File: src/hdl/swhp_pkg.sv
// Purpose: Shared constants for the single-wire host port
// Assumes: 10 MHz system clock
// Notes:   Slot times are plain defaults; adjust to the host in use
package swhp_pkg;

  localparam int SYS_CLK_MHZ = 10;

  // Times in microseconds
  localparam int BREAK_MIN_US      = 190;
  localparam int BIT_THRESH_US     = 68;
  localparam int TURNAROUND_US     = 100;
  localparam int DEV_ZERO_LOW_US   = 100;
  localparam int DEV_ONE_LOW_US    = 40;
  localparam int DEV_SLOT_US       = 200;

  localparam int CNT_W = 12;

  localparam logic [CNT_W-1:0] BREAK_CYC    = CNT_W'(BREAK_MIN_US * SYS_CLK_MHZ);
  localparam logic [CNT_W-1:0] THRESH_CYC   = CNT_W'(BIT_THRESH_US * SYS_CLK_MHZ);
  localparam logic [CNT_W-1:0] TURN_CYC     = CNT_W'(TURNAROUND_US * SYS_CLK_MHZ);
  localparam logic [CNT_W-1:0] DEV_ZERO_CYC = CNT_W'(DEV_ZERO_LOW_US * SYS_CLK_MHZ);
  localparam logic [CNT_W-1:0] DEV_ONE_CYC  = CNT_W'(DEV_ONE_LOW_US * SYS_CLK_MHZ);
  localparam logic [CNT_W-1:0] DEV_SLOT_CYC = CNT_W'(DEV_SLOT_US * SYS_CLK_MHZ);
  localparam logic [CNT_W-1:0] CNT_MAX      = {CNT_W{1'b1}};
  localparam logic [CNT_W-1:0] CNT_ONE      = CNT_W'(1);

  localparam int BYTE_W   = 8;
  localparam int CODE_W   = 7;
  localparam int DIR_BIT  = 7;
  localparam int ENTRY_W  = CODE_W + BYTE_W;

  localparam logic [2:0] LAST_BIT = 3'h7;
  localparam logic [2:0] BIT_ONE  = 3'h1;

  typedef enum logic [2:0] {
    SWHP_IDLE,
    SWHP_BRK,
    SWHP_CMD,
    SWHP_WDATA,
    SWHP_PUSH,
    SWHP_RWAIT,
    SWHP_TURN,
    SWHP_TX
  } swhp_state_t;

endpackage : swhp_pkg

File: src/hdl/swhp_buf.sv
// Purpose: Two-entry buffer between the link and the user side
// Assumes: Single clock, synchronous active-high reset
// Notes:   Output word and valid come straight from flip-flops
`timescale 1ns/100ps
`default_nettype none
module swhp_buf
  import swhp_pkg::*;
(
  input  wire logic               sys_clk_i,   // System clock
  input  wire logic               rst_i,       // Sync reset
  input  wire logic               in_valid_i,  // Word offered
  output logic                    in_ready_o,  // Room for a word
  input  wire logic [ENTRY_W-1:0] in_data_i,   // Word in
  output logic                    out_valid_o, // Word available
  input  wire logic               out_ready_i, // Consumer takes word
  output logic [ENTRY_W-1:0]      out_data_o   // Word out
);

  typedef struct packed {
    logic [ENTRY_W-1:0] d0;
    logic [ENTRY_W-1:0] d1;
    logic               v0;
    logic               v1;
  } swhp_buf_t;

  swhp_buf_t buf_r;
  swhp_buf_t buf_nxt;

  assign in_ready_o  = ~buf_r.v1;
  assign out_valid_o = buf_r.v0;
  assign out_data_o  = buf_r.d0;

  always_comb
  begin
    buf_nxt = buf_r;
    if (buf_r.v0 && out_ready_i)
    begin
      buf_nxt.d0 = buf_r.d1;
      buf_nxt.v0 = buf_r.v1;
      buf_nxt.v1 = 1'b0;
    end
    if (in_valid_i && !buf_r.v1)
    begin
      if (!buf_nxt.v0)
      begin
        buf_nxt.d0 = in_data_i;
        buf_nxt.v0 = 1'b1;
      end
      else
      begin
        buf_nxt.d1 = in_data_i;
        buf_nxt.v1 = 1'b1;
      end
    end
  end

  always_ff @(posedge sys_clk_i)
  begin
    if (rst_i)
      buf_r <= '0;
    else
      buf_r <= buf_nxt;
  end

endmodule : swhp_buf
`default_nettype wire

File: src/hdl/swhp_top.sv
// Purpose: Device-side single-wire return-to-one host port
// Assumes: 10 MHz clock; external pull-up on the data wire
// Notes:   Write bytes leave through a two-entry buffer; reads ask the user side
// Behaviour
// - Command and data travel LSB first
// - Command: 7-bit code, bit 7 direction
// - Direction selects receive or return data byte
// - Port only answers, never starts transactions
// - Open-drain: pull low or release only
// - Device returns read byte as eight slots
// - One byte per transaction, no increment
// - Enter link mode from setting or subcommand
// - Apply subcommand switches to stored selection; a switch subcommand in the same cycle overrides it
// - Switch subcommand selects link on alert pin
// - Traffic on alert or dedicated pin
`timescale 1ns/100ps
`default_nettype none
module swhp_top
  import swhp_pkg::*;
(
  input  wire logic                     sys_clk_i,          // System clock
  input  wire logic                     rst_i,              // Sync reset
  input  wire logic                     cfg_single_wire_i,  // Stored setting: link mode
  input  wire logic                     cfg_use_ded_i,      // Stored setting: dedicated pin
  input  wire logic                     apply_sel_i,        // Apply-selection pulse
  input  wire logic                     switch_sw_i,        // Switch-to-link pulse
  input  wire logic                     alert_i,            // Alert pin level
  output logic                          alert_o,            // Alert pin out (always low)
  output logic                          alert_oe_o,         // Alert pin pull-low enable
  input  wire logic                     wire_i,             // Dedicated pin level
  output logic                          wire_o,             // Dedicated pin out (low)
  output logic                          wire_oe_o,          // Dedicated pin pull-low enable
  output logic                          link_active_o,      // Link mode active
  output logic                          use_ded_o,          // Dedicated pin in use
  output logic                          wr_valid_o,         // Write word available
  input  wire logic                     wr_ready_i,         // User takes write word
  output logic [swhp_pkg::CODE_W-1:0]   wr_code_o,          // Written command code
  output logic [swhp_pkg::BYTE_W-1:0]   wr_data_o,          // Written data byte
  output logic                          rd_req_o,           // Read request pulse
  output logic [swhp_pkg::CODE_W-1:0]   rd_code_o,          // Read command code
  input  wire logic                     rd_valid_i,         // Read data offered
  input  wire logic [swhp_pkg::BYTE_W-1:0] rd_data_i        // Read data byte
);

  typedef struct packed {
    swhp_state_t        st;
    logic               s1;
    logic               s2;
    logic               s3;
    logic               line;
    logic [CNT_W-1:0]   lowcnt;
    logic [CNT_W-1:0]   cnt;
    logic [2:0]         nbit;
    logic [BYTE_W-1:0]  sh;
    logic [BYTE_W-1:0]  cmd;
    logic [BYTE_W-1:0]  txd;
    logic               drive;
    logic               init;
    logic               link_on;
    logic               use_ded;
    logic               alert_oe;
    logic               wire_oe;
    logic               pin_lvl;
    logic               rd_req;
  } swhp_core_t;

  swhp_core_t q_r;
  swhp_core_t q_nxt;

  logic               push_valid;
  logic               push_ready;
  logic [ENTRY_W-1:0] push_data;
  logic [ENTRY_W-1:0] pop_data;

  function automatic logic swhp_bit_of(input logic [CNT_W-1:0] low);
    swhp_bit_of = (low < THRESH_CYC);
  endfunction : swhp_bit_of

  assign push_valid = (q_r.st == SWHP_PUSH);
  assign push_data  = {q_r.cmd[CODE_W-1:0], q_r.sh};

  swhp_buf u_buf (
    .sys_clk_i   (sys_clk_i),
    .rst_i       (rst_i),
    .in_valid_i  (push_valid),
    .in_ready_o  (push_ready),
    .in_data_i   (push_data),
    .out_valid_o (wr_valid_o),
    .out_ready_i (wr_ready_i),
    .out_data_o  (pop_data)
  );

  assign wr_code_o     = pop_data[ENTRY_W-1:BYTE_W];
  assign wr_data_o     = pop_data[BYTE_W-1:0];
  assign alert_o       = q_r.pin_lvl;
  assign wire_o        = q_r.pin_lvl;
  assign alert_oe_o    = q_r.alert_oe;
  assign wire_oe_o     = q_r.wire_oe;
  assign link_active_o = q_r.link_on;
  assign use_ded_o     = q_r.use_ded;
  assign rd_req_o      = q_r.rd_req;
  assign rd_code_o     = q_r.cmd[CODE_W-1:0];

  always_comb
  begin
    logic             rise;
    logic             fall;
    logic             bitv;
    logic [BYTE_W-1:0] nsh;
    logic [CNT_W-1:0] lowlim;
    rise = 1'b0;
    fall = 1'b0;
    bitv = 1'b0;
    nsh  = '0;
    lowlim = '0;
    q_nxt = q_r;
    q_nxt.rd_req = 1'b0;
    // Three-stage sampler on the selected pin
    q_nxt.s1 = q_r.use_ded ? wire_i : alert_i;
    q_nxt.s2 = q_r.s1;
    q_nxt.s3 = q_r.s2;
    if (q_r.s2 == q_r.s3)
      q_nxt.line = q_r.s3;
    rise = ~q_r.line & q_nxt.line;
    fall = q_r.line & ~q_nxt.line;
    if (fall)
      q_nxt.lowcnt = '0;
    else if (!q_r.line && q_r.lowcnt != CNT_MAX)
      q_nxt.lowcnt = q_r.lowcnt + CNT_ONE;
    bitv = swhp_bit_of(q_r.lowcnt);
    nsh  = {bitv, q_r.sh[BYTE_W-1:1]};

    case (q_r.st)
      SWHP_IDLE:
        q_nxt.drive = 1'b0;
      SWHP_BRK:
        if (rise)
        begin
          q_nxt.st   = SWHP_CMD;
          q_nxt.nbit = '0;
        end
      SWHP_CMD:
        if (rise)
        begin
          q_nxt.sh   = nsh;
          q_nxt.nbit = q_r.nbit + BIT_ONE;
          if (q_r.nbit == LAST_BIT)
          begin
            q_nxt.cmd  = nsh;
            q_nxt.nbit = '0;
            if (nsh[DIR_BIT])
              q_nxt.st = SWHP_WDATA;
            else
            begin
              q_nxt.st     = SWHP_RWAIT;
              q_nxt.rd_req = 1'b1;
            end
          end
        end
      SWHP_WDATA:
        if (rise)
        begin
          q_nxt.sh   = nsh;
          q_nxt.nbit = q_r.nbit + BIT_ONE;
          if (q_r.nbit == LAST_BIT)
            q_nxt.st = SWHP_PUSH;
        end
      SWHP_PUSH:
        if (push_ready)
          q_nxt.st = SWHP_IDLE;
      SWHP_RWAIT:
        if (rd_valid_i)
        begin
          q_nxt.txd = rd_data_i;
          q_nxt.cnt = '0;
          q_nxt.st  = SWHP_TURN;
        end
      SWHP_TURN:
        if (q_r.cnt >= TURN_CYC)
        begin
          q_nxt.cnt   = '0;
          q_nxt.nbit  = '0;
          q_nxt.drive = 1'b1;
          q_nxt.st    = SWHP_TX;
        end
        else
          q_nxt.cnt = q_r.cnt + CNT_ONE;
      SWHP_TX:
      begin
        q_nxt.cnt = q_r.cnt + CNT_ONE;
        lowlim = q_r.txd[0] ? DEV_ONE_CYC : DEV_ZERO_CYC;
        if (q_r.cnt >= lowlim - CNT_ONE)
          q_nxt.drive = 1'b0;
        if (q_r.cnt >= DEV_SLOT_CYC - CNT_ONE)
        begin
          q_nxt.cnt  = '0;
          q_nxt.txd  = {1'b0, q_r.txd[BYTE_W-1:1]};
          q_nxt.nbit = q_r.nbit + BIT_ONE;
          if (q_r.nbit == LAST_BIT)
            q_nxt.st = SWHP_IDLE;
          else
            q_nxt.drive = 1'b1;
        end
      end
      default:
        q_nxt.st = SWHP_IDLE;
    endcase

    // A long low from the host restarts the frame, except while we drive
    // or hold a word for the buffer; the break's own rise must reach BRK
    if (q_r.st != SWHP_TX && q_r.st != SWHP_PUSH && !q_r.line && !rise
        && q_r.lowcnt >= BREAK_CYC)
    begin
      q_nxt.st    = SWHP_BRK;
      q_nxt.drive = 1'b0;
    end

    // Mode selection
    if (!q_r.init || apply_sel_i)
    begin
      q_nxt.init    = 1'b1;
      q_nxt.link_on = cfg_single_wire_i;
      q_nxt.use_ded = cfg_use_ded_i;
    end
    if (switch_sw_i)
    begin
      q_nxt.link_on = 1'b1;
      q_nxt.use_ded = 1'b0;
    end
    if (q_nxt.link_on != q_r.link_on || q_nxt.use_ded != q_r.use_ded || !q_nxt.link_on)
    begin
      q_nxt.st    = SWHP_IDLE;
      q_nxt.drive = 1'b0;
    end

    q_nxt.pin_lvl  = 1'b0;
    q_nxt.alert_oe = q_nxt.drive & q_nxt.link_on & ~q_nxt.use_ded;
    q_nxt.wire_oe  = q_nxt.drive & q_nxt.link_on & q_nxt.use_ded;
  end

  always_ff @(posedge sys_clk_i)
  begin
    if (rst_i)
    begin
      q_r      <= '0;
      q_r.st   <= SWHP_IDLE;
      q_r.s1   <= 1'b1;
      q_r.s2   <= 1'b1;
      q_r.s3   <= 1'b1;
      q_r.line <= 1'b1;
    end
    else
      q_r <= q_nxt;
  end

endmodule : swhp_top
`default_nettype wire

File: config.mk
export PLATFORM = sky130hd
export DESIGN_NAME = swhp_top
export DESIGN_NICKNAME = d
export VERILOG_FILES = /design/src/hdl/swhp_pkg.sv /design/src/hdl/swhp_buf.sv /design/src/hdl/swhp_top.sv
export SDC_FILE = /design/constraint.sdc
export NUM_CORES = 1
export LEC_CHECK = 0
export BUFFER_PORTS_ARGS = -buffer_cell sky130_fd_sc_hd__buf_2
export CAP_MARGIN = 40
export CORE_UTILIZATION = 30
export DETAILED_ROUTE_END_ITERATION = 10
export GPL_ROUTABILITY_DRIVEN = 0
export MAX_ROUTING_LAYER = met4
export PLACE_DENSITY = 0.5
export SLEW_MARGIN = 20
export SYNTH_ARGS = -nofsm -noshare
export SYNTH_HDL_FRONTEND = slang
export SYNTH_SLANG_ARGS = --single-unit
File: constraint.sdc
create_clock -name sys_clk_i -period 2.2 [get_ports sys_clk_i]
set_input_delay 0 -clock sys_clk_i [delete_from_list [all_inputs] [get_ports sys_clk_i]]
set_output_delay 0 -clock sys_clk_i [all_outputs]
set_load 0.05 [all_outputs]
Word-level counts from Yosys, hierarchy flattened
Cells that the tools add are included.
{"block": "totals", "register_bits": 98, "input_bits": 18, "out_inout_bits": 30, "wordCells": 158}
{"block": "classes", "add_sub_neg": 4, "n_lt_le_gt_ge": 5, "n_eq_ne": 34, "n_mux": 46, "bitwise": 11, "reduce_logical": 34}
{"cell": "$mux W15", "n": 4}
{"cell": "$mux W3", "n": 14}
{"cell": "$ne A3 B3 Y1 const B", "n": 12}
{"cell": "$pmux W12 S3", "n": 1}
{"cell": "$mux W32", "n": 1}
{"cell": "$pmux W8 S2", "n": 2}
{"cell": "$add A12 B1 Y12 const B", "n": 2}
{"cell": "$ge A12 B11 Y1 const B", "n": 2}
{"cell": "$mux W12", "n": 2}
{"cell": "$reduce_and A11 Y1", "n": 2}
{"cell": "$pmux W3 S7", "n": 1}
{"cell": "$ne A2 B2 Y1 const B", "n": 10}
{"cell": "$mux W19", "n": 1}
{"cell": "$mux W8", "n": 2}
{"cell": "$eq A3 B3 Y1 const B", "n": 5}
{"cell": "$pmux W3 S5", "n": 1}
{"cell": "$ge A12 B10 Y1 const B", "n": 1}
{"cell": "$ge A12 B12 Y1", "n": 1}
{"cell": "$lt A12 B10 Y1 const B", "n": 1}
{"cell": "$ne A12 B12 Y1 const B", "n": 1}
{"cell": "$mux W11", "n": 1}
{"cell": "$sub A10 B1 Y11 const B", "n": 1}
{"cell": "$mux W1", "n": 10}
{"cell": "$mux W10", "n": 1}
{"cell": "25 further kinds", "n": 55}

Logic depth before layout (Yosys ltp)
{"block": "logic_depth", "ltp_word": 11, "mapped_depth": 8, "depth_no_buf": 7}

Cells and area by module
From an unflattened synthesis, not the netlist that was laid out.
{"block": "hier_totals", "hier_cells": 553, "area_unflattened_um2": 4737.0}
{"module": "swhp_top", "n_inst": 1, "cells_each": 373, "area_each_um2": 3245.6, "seq_area_each_um2": 1281.2}
{"module": "swhp_buf", "n_inst": 1, "cells_each": 180, "area_each_um2": 1491.4, "seq_area_each_um2": 640.6}

Least setup slack after synthesis
Ideal clock, no wire load.
{"block": "synth_timing", "path_type": "flip-flop to flip-flop", "startpoint": "register q_r[35] (netlist bit)", "endpoint": "register q_r[44] (netlist bit)", "setup_ps": 91, "arrival_ps": 1895, "required_ps": 2109, "path_slack_ps": 214, "stages_incl_launch_ff": 8, "path_buffers": 1, "period_less_slack_ps": 1986, "cell_sequence": "dfxtp_1 -> ha_1 -> a311o_1 -> a31oi_4 -> o2bb2ai_1 -> buf_2 -> a31oi_1 -> a311oi_1"}
{"block": "synth_between", "elab_chain_cells": 3, "elab_cells_between_ends": 6, "classes_between": "add/sub (1); order compare (2); mux (3)"}
{"element": "start: declaration", "line_no": "swhp_top.sv:67", "source": "swhp_core_t q_r;"}
{"element": "start signal: assignment", "line_no": "swhp_top.sv:253", "source": "q_r <= q_nxt;"}
{"element": "$add A12 B1 Y12 (tied with other cells)", "line_no": "swhp_top.sv:187, swhp_top.sv:190"}
{"element": "$mux W15 or $mux W12 (tied branches)", "line_no": "swhp_top.sv:194, swhp_top.sv:179"}
{"element": "$pmux W12 S3 *", "line_no": "swhp_top.sv:133", "source": "case (q_r.st)"}
Mark *: on every way between the ends. The rest lies on a longest branch, timed or not. The select of a mux whose other input is x is not followed.
A chain may end at the register's enable or synchronous reset.

Worst setup path in the final report
{"block": "layout_timing", "startpoint": "register q_r[38] (netlist bit)", "endpoint": "register q_r (netlist bit wire_oe_o)"}
{"block": "layout_between", "elab_chain_cells": 9, "elab_cells_between_ends": 12, "classes_between": "order compare (3); mux (7); bitwise (2)"}
{"element": "$ge A12 B12 Y1", "line_no": "swhp_top.sv:192", "source": "if (q_r.cnt >= lowlim - CNT_ONE)"}
{"element": "$mux W1", "line_no": "swhp_top.sv:192"}
{"element": "$mux W1", "line_no": "swhp_top.sv:199", "source": "if (q_r.nbit == LAST_BIT)"}
{"element": "$mux W9", "line_no": "swhp_top.sv:194", "source": "if (q_r.cnt >= DEV_SLOT_CYC - CNT_ONE)"}
{"element": "$pmux W1 S3 *", "line_no": "swhp_top.sv:133"}
{"element": "$mux W1 *", "line_no": "swhp_top.sv:211", "source": "if (q_r.st != SWHP_TX && q_r.st != SWHP_PUSH && !q_r.line && !rise"}
{"element": "$mux W1 *", "line_no": "swhp_top.sv:230", "source": "if (q_nxt.link_on != q_r.link_on || q_nxt.use_ded != q_r.use_ded || !q_nxt.link_on)"}
{"element": "$and A1 B1 Y1 * (2 in a row)", "line_no": "swhp_top.sv:238", "source": "q_nxt.wire_oe = q_nxt.drive & q_nxt.link_on & q_nxt.use_ded;"}
Marks and branches as above.

==> qor.csv <==
stage,metric,value,unit
power_and_ir_drop,p_leak,2.09,nW
layout,layout.nets,603,
sta,hold_viol_final,0,
placed_design,portBuffers,45,
die,fp.dieH,125,um
status,violations,design-rule violations,
die,start_util,31.1,%
route,vias,3786,
global_route,track_usage,14.3,%
sta,maxSlewHeadroom,55.2,%
synth,syn_inst,533,
route,ant_nets,0,
synth,ys_seq_elements,96,
clock_network,post-cts-setup-buffer-count,0,
clock_network,clockBufferDepth,2,
run,max-cap-violations,0,
synth,yosysUniqueCellTypes,55,
layout,drive_gt1_share,16.6,%
die,rows,44,
clock_network,ctsRootBufferMaster,clkbuf_16,
power_and_ir_drop,powerDensity,640,nW/um2
sta,finClkSkew,0.00777,ns
clock_network,cts_tree,built,
sta,period_share,93.4,%
clock_network,path_clk_slew,0.06,ns
route,remaining_drc_errors,5,
clock_network,cts_sinks,96,
power_and_ir_drop,power.total,3.41,mW
route,routedWlPerCell,13.6,um
clock_network,numCtsBuffers,9,
sta,maxSlewViolCount,0,
synth,synth_area_leader_cell,dfxtp_1,
global_route,grt_pass1_vias,3622,
global_route,grt_max_degree,63,
synth,synth.yosys.seq_area_share,42.1,%
clock_network,cts_resized,0,
die,num_io_pins,48,
synth,synth_area,4570,um2
sta,post-route-min-period,2.06,ns
synth,synth_warnings,0,
die,die_area,15700,um2
setup_path,critPathArrivalTime,2.30,ns
clock_network,worstSkewPairLatency,0.35,ns
setup_path,required,2.45,ns
synth,synthTopCellsByArea,"dfxtp_1, nor2_1, mux2i_1, nand2_1, a311oi_1",
synth,yosysMostFrequentCell,dfxtp_1,
synth,netlist.area_leader.share,42.1,%
setup_path,critPathKind,reg2reg,
setup_path,setup.worst_path.start,q_r[38],
route,finalWirelength,10400,um
sta,worstMarginPinSlew,0.673,ns
synth,synth_edf_count,0,
layout,area_delta_synth_final,16.5,%
route,drt_first_pass_iters,8,
sta,setup_viol,0,
placed_design,pre_cts_ws,0.149,ns
setup_path,cp_max_fo,6,
placed_design,post-dp-hpwl,7120,um
die,core,14700,um2
sta,fmax,0.487,GHz
synth,netlist_top_cells_count,"dfxtp_1, nor2_1, nand2_1",
setup_path,cp-start-kind,flop,
global_route,grt.overflow.total,0,
setup_path,r2r-start,q_r[38],
synth,synth.avg_cell_area,8.57,um2
global_route,grt_antenna_before_repair,0,
die,die_x,125,um
hold_path,hold_start,rst_i,
sta,tns,0,ns
global_route,grt_pass1_wl,17600,um
sta,fin_ws,0.145,ns
synth,synth_ff_type,dfxtp_1,
synth,async_flop_share,0,%
clock_network,htree_levels,3,
sta,rsz0062_at_grt,no,
status,status,finished with violations,
setup_path,end_kind,flop,
route,drt_iter0_drc,229,
hold_path,hp-class,in2reg,
layout,antenna_cells,0,
power_and_ir_drop,vdd_ir_drop_max,412,uV
route,via_per_inst,4.96,
## stage by stage
| stage | cells | hold slack (ns) | utilization (%) | instance area (um2) |
|---|---|---|---|---|
| after global placement | 735 | 0.214 | 33.4 | 4910 |
| after detailed placement | 736 | 0.224 | 33.5 | 4920 |
| final | 763 | 0.0459 | 36.2 | 5320 |
| after floorplan | 534 | 0.125 | - | 4570 |
| after global routing | 763 | 0.0359 | 36.2 | 5320 |
| after CTS | 763 | 0.0364 | 36.2 | 5320 |
## placed cells by master (no fill, tap or decap), drive strengths merged, types with 2 or more instances in the layout
| cell | netlist | routed |
|---|---|---|
| dfxtp | 96 | 96 |
| nor2 | 94 | 94 |
| buf | 33 | 70 |
| nand2 | 55 | 55 |
| mux2i | 33 | 33 |
| nand3 | 23 | 23 |
| a311oi | 23 | 23 |
| inv | 16 | 17 |
| o21ai | 13 | 13 |
| a21oi | 12 | 12 |
| dlygate4sd3 | 0 | 12 |
| xnor2 | 11 | 11 |
| nand4 | 10 | 10 |
| ha | 10 | 10 |
| clkbuf | 19 | 10 |
| nor3 | 9 | 9 |
| xor2 | 8 | 8 |
| and3 | 6 | 6 |
| nand2b | 5 | 5 |
| nor2b | 5 | 5 |
| a31oi | 5 | 5 |
| nor4 | 4 | 4 |
| o31ai | 3 | 3 |
| nor3b | 3 | 3 |
| o2bb2ai | 3 | 3 |
| a211oi | 3 | 3 |
| clkinv | 0 | 3 |
| or3 | 2 | 2 |
| o21bai | 2 | 2 |
| a311o | 2 | 2 |
| and3b | 2 | 2 |
| o211ai | 2 | 2 |
| or4 | 2 | 2 |
| or2 | 2 | 2 |
| and4b | 2 | 2 |
| conb | 1 | 2 |
## sequential cells by signal, summed over array words and instances (netlist names)
name	cells
q_r	42
rd_code_o	7
wire_oe_o	1
push_data	8
u_buf.buf_r	16
q_nxt	2
u_buf.out_valid_o	1
rd_req_o	1
u_buf.out_data_o	15
use_ded_o	1
link_active_o	1
alert_oe_o	1
## final cells by class
type / instances / area [um2]
repair buffers: 82 / 537
clock inverters: 5 / 57.6
fillers: 1530 / 9380
flip-flops and latches: 96 / 1920
clock buffers: 10 / 229
inverters: 16 / 60.1
well taps: 184 / 230
multi-input cells: 370 / 2290
## timing repair
item,4_1_cts,5_1_grt
setup endpoints to repair,0,0
endpoints found under the hold margin,10,0
hold buffers,12,0
## path summary, 6_finish.rpt
path,end,slack [ns],depth (start not counted)
setup / recovery,wire_oe_o,0.14,6
setup reg to reg,wire_oe_o,0.14,6
hold reg to reg,q_nxt[60],0.41,1
hold / removal,q_r[6],0.05,3
## power breakdown
| group | leakage [nW] | internal (mW) | switching [mW] | total, mW |
|---|---|---|---|---|
| clock network | 0.143 | 0.877 | 0.664 | 1.54 |
| registers | 0.774 | 1.74 | 0.00447 | 1.75 |
| logic | 1.17 | 0.0446 | 0.0738 | 0.118 |
| total | 2.09 | 2.66 | 0.742 | 3.41 |
## layer usage
layer,share of wire [%],GRT usage [%],vias to the layer above
met3,4.1,3.98,8
li1,-,-,1922
met2,47,22.9,77
met5,0,-,-
met4,0.71,4.23,0
met1,48,17.5,1779
## worst max-delay path, cell delays in order (launching register included)
cell      delay, ns
dfxtp_1        0.42
ha_1           0.26
a311o_1        0.35
a211oi_1       0.31
o31ai_1        0.12
and4b_1        0.22
nor4b_1        0.28
## logic make-up after synthesis
logic type | synth area share (%)
XOR/XNOR | 3.64
flip-flops | 42.1
adder cells (fa/ha/maj) | 2.74
multiplexers | 7.48
other | 0.0821
AO/OA/AOI/OAI | 13.0
buffers and inverters | 8.00
AND/OR/NAND/NOR | 23.0
(Power assumes the default switching activity.)
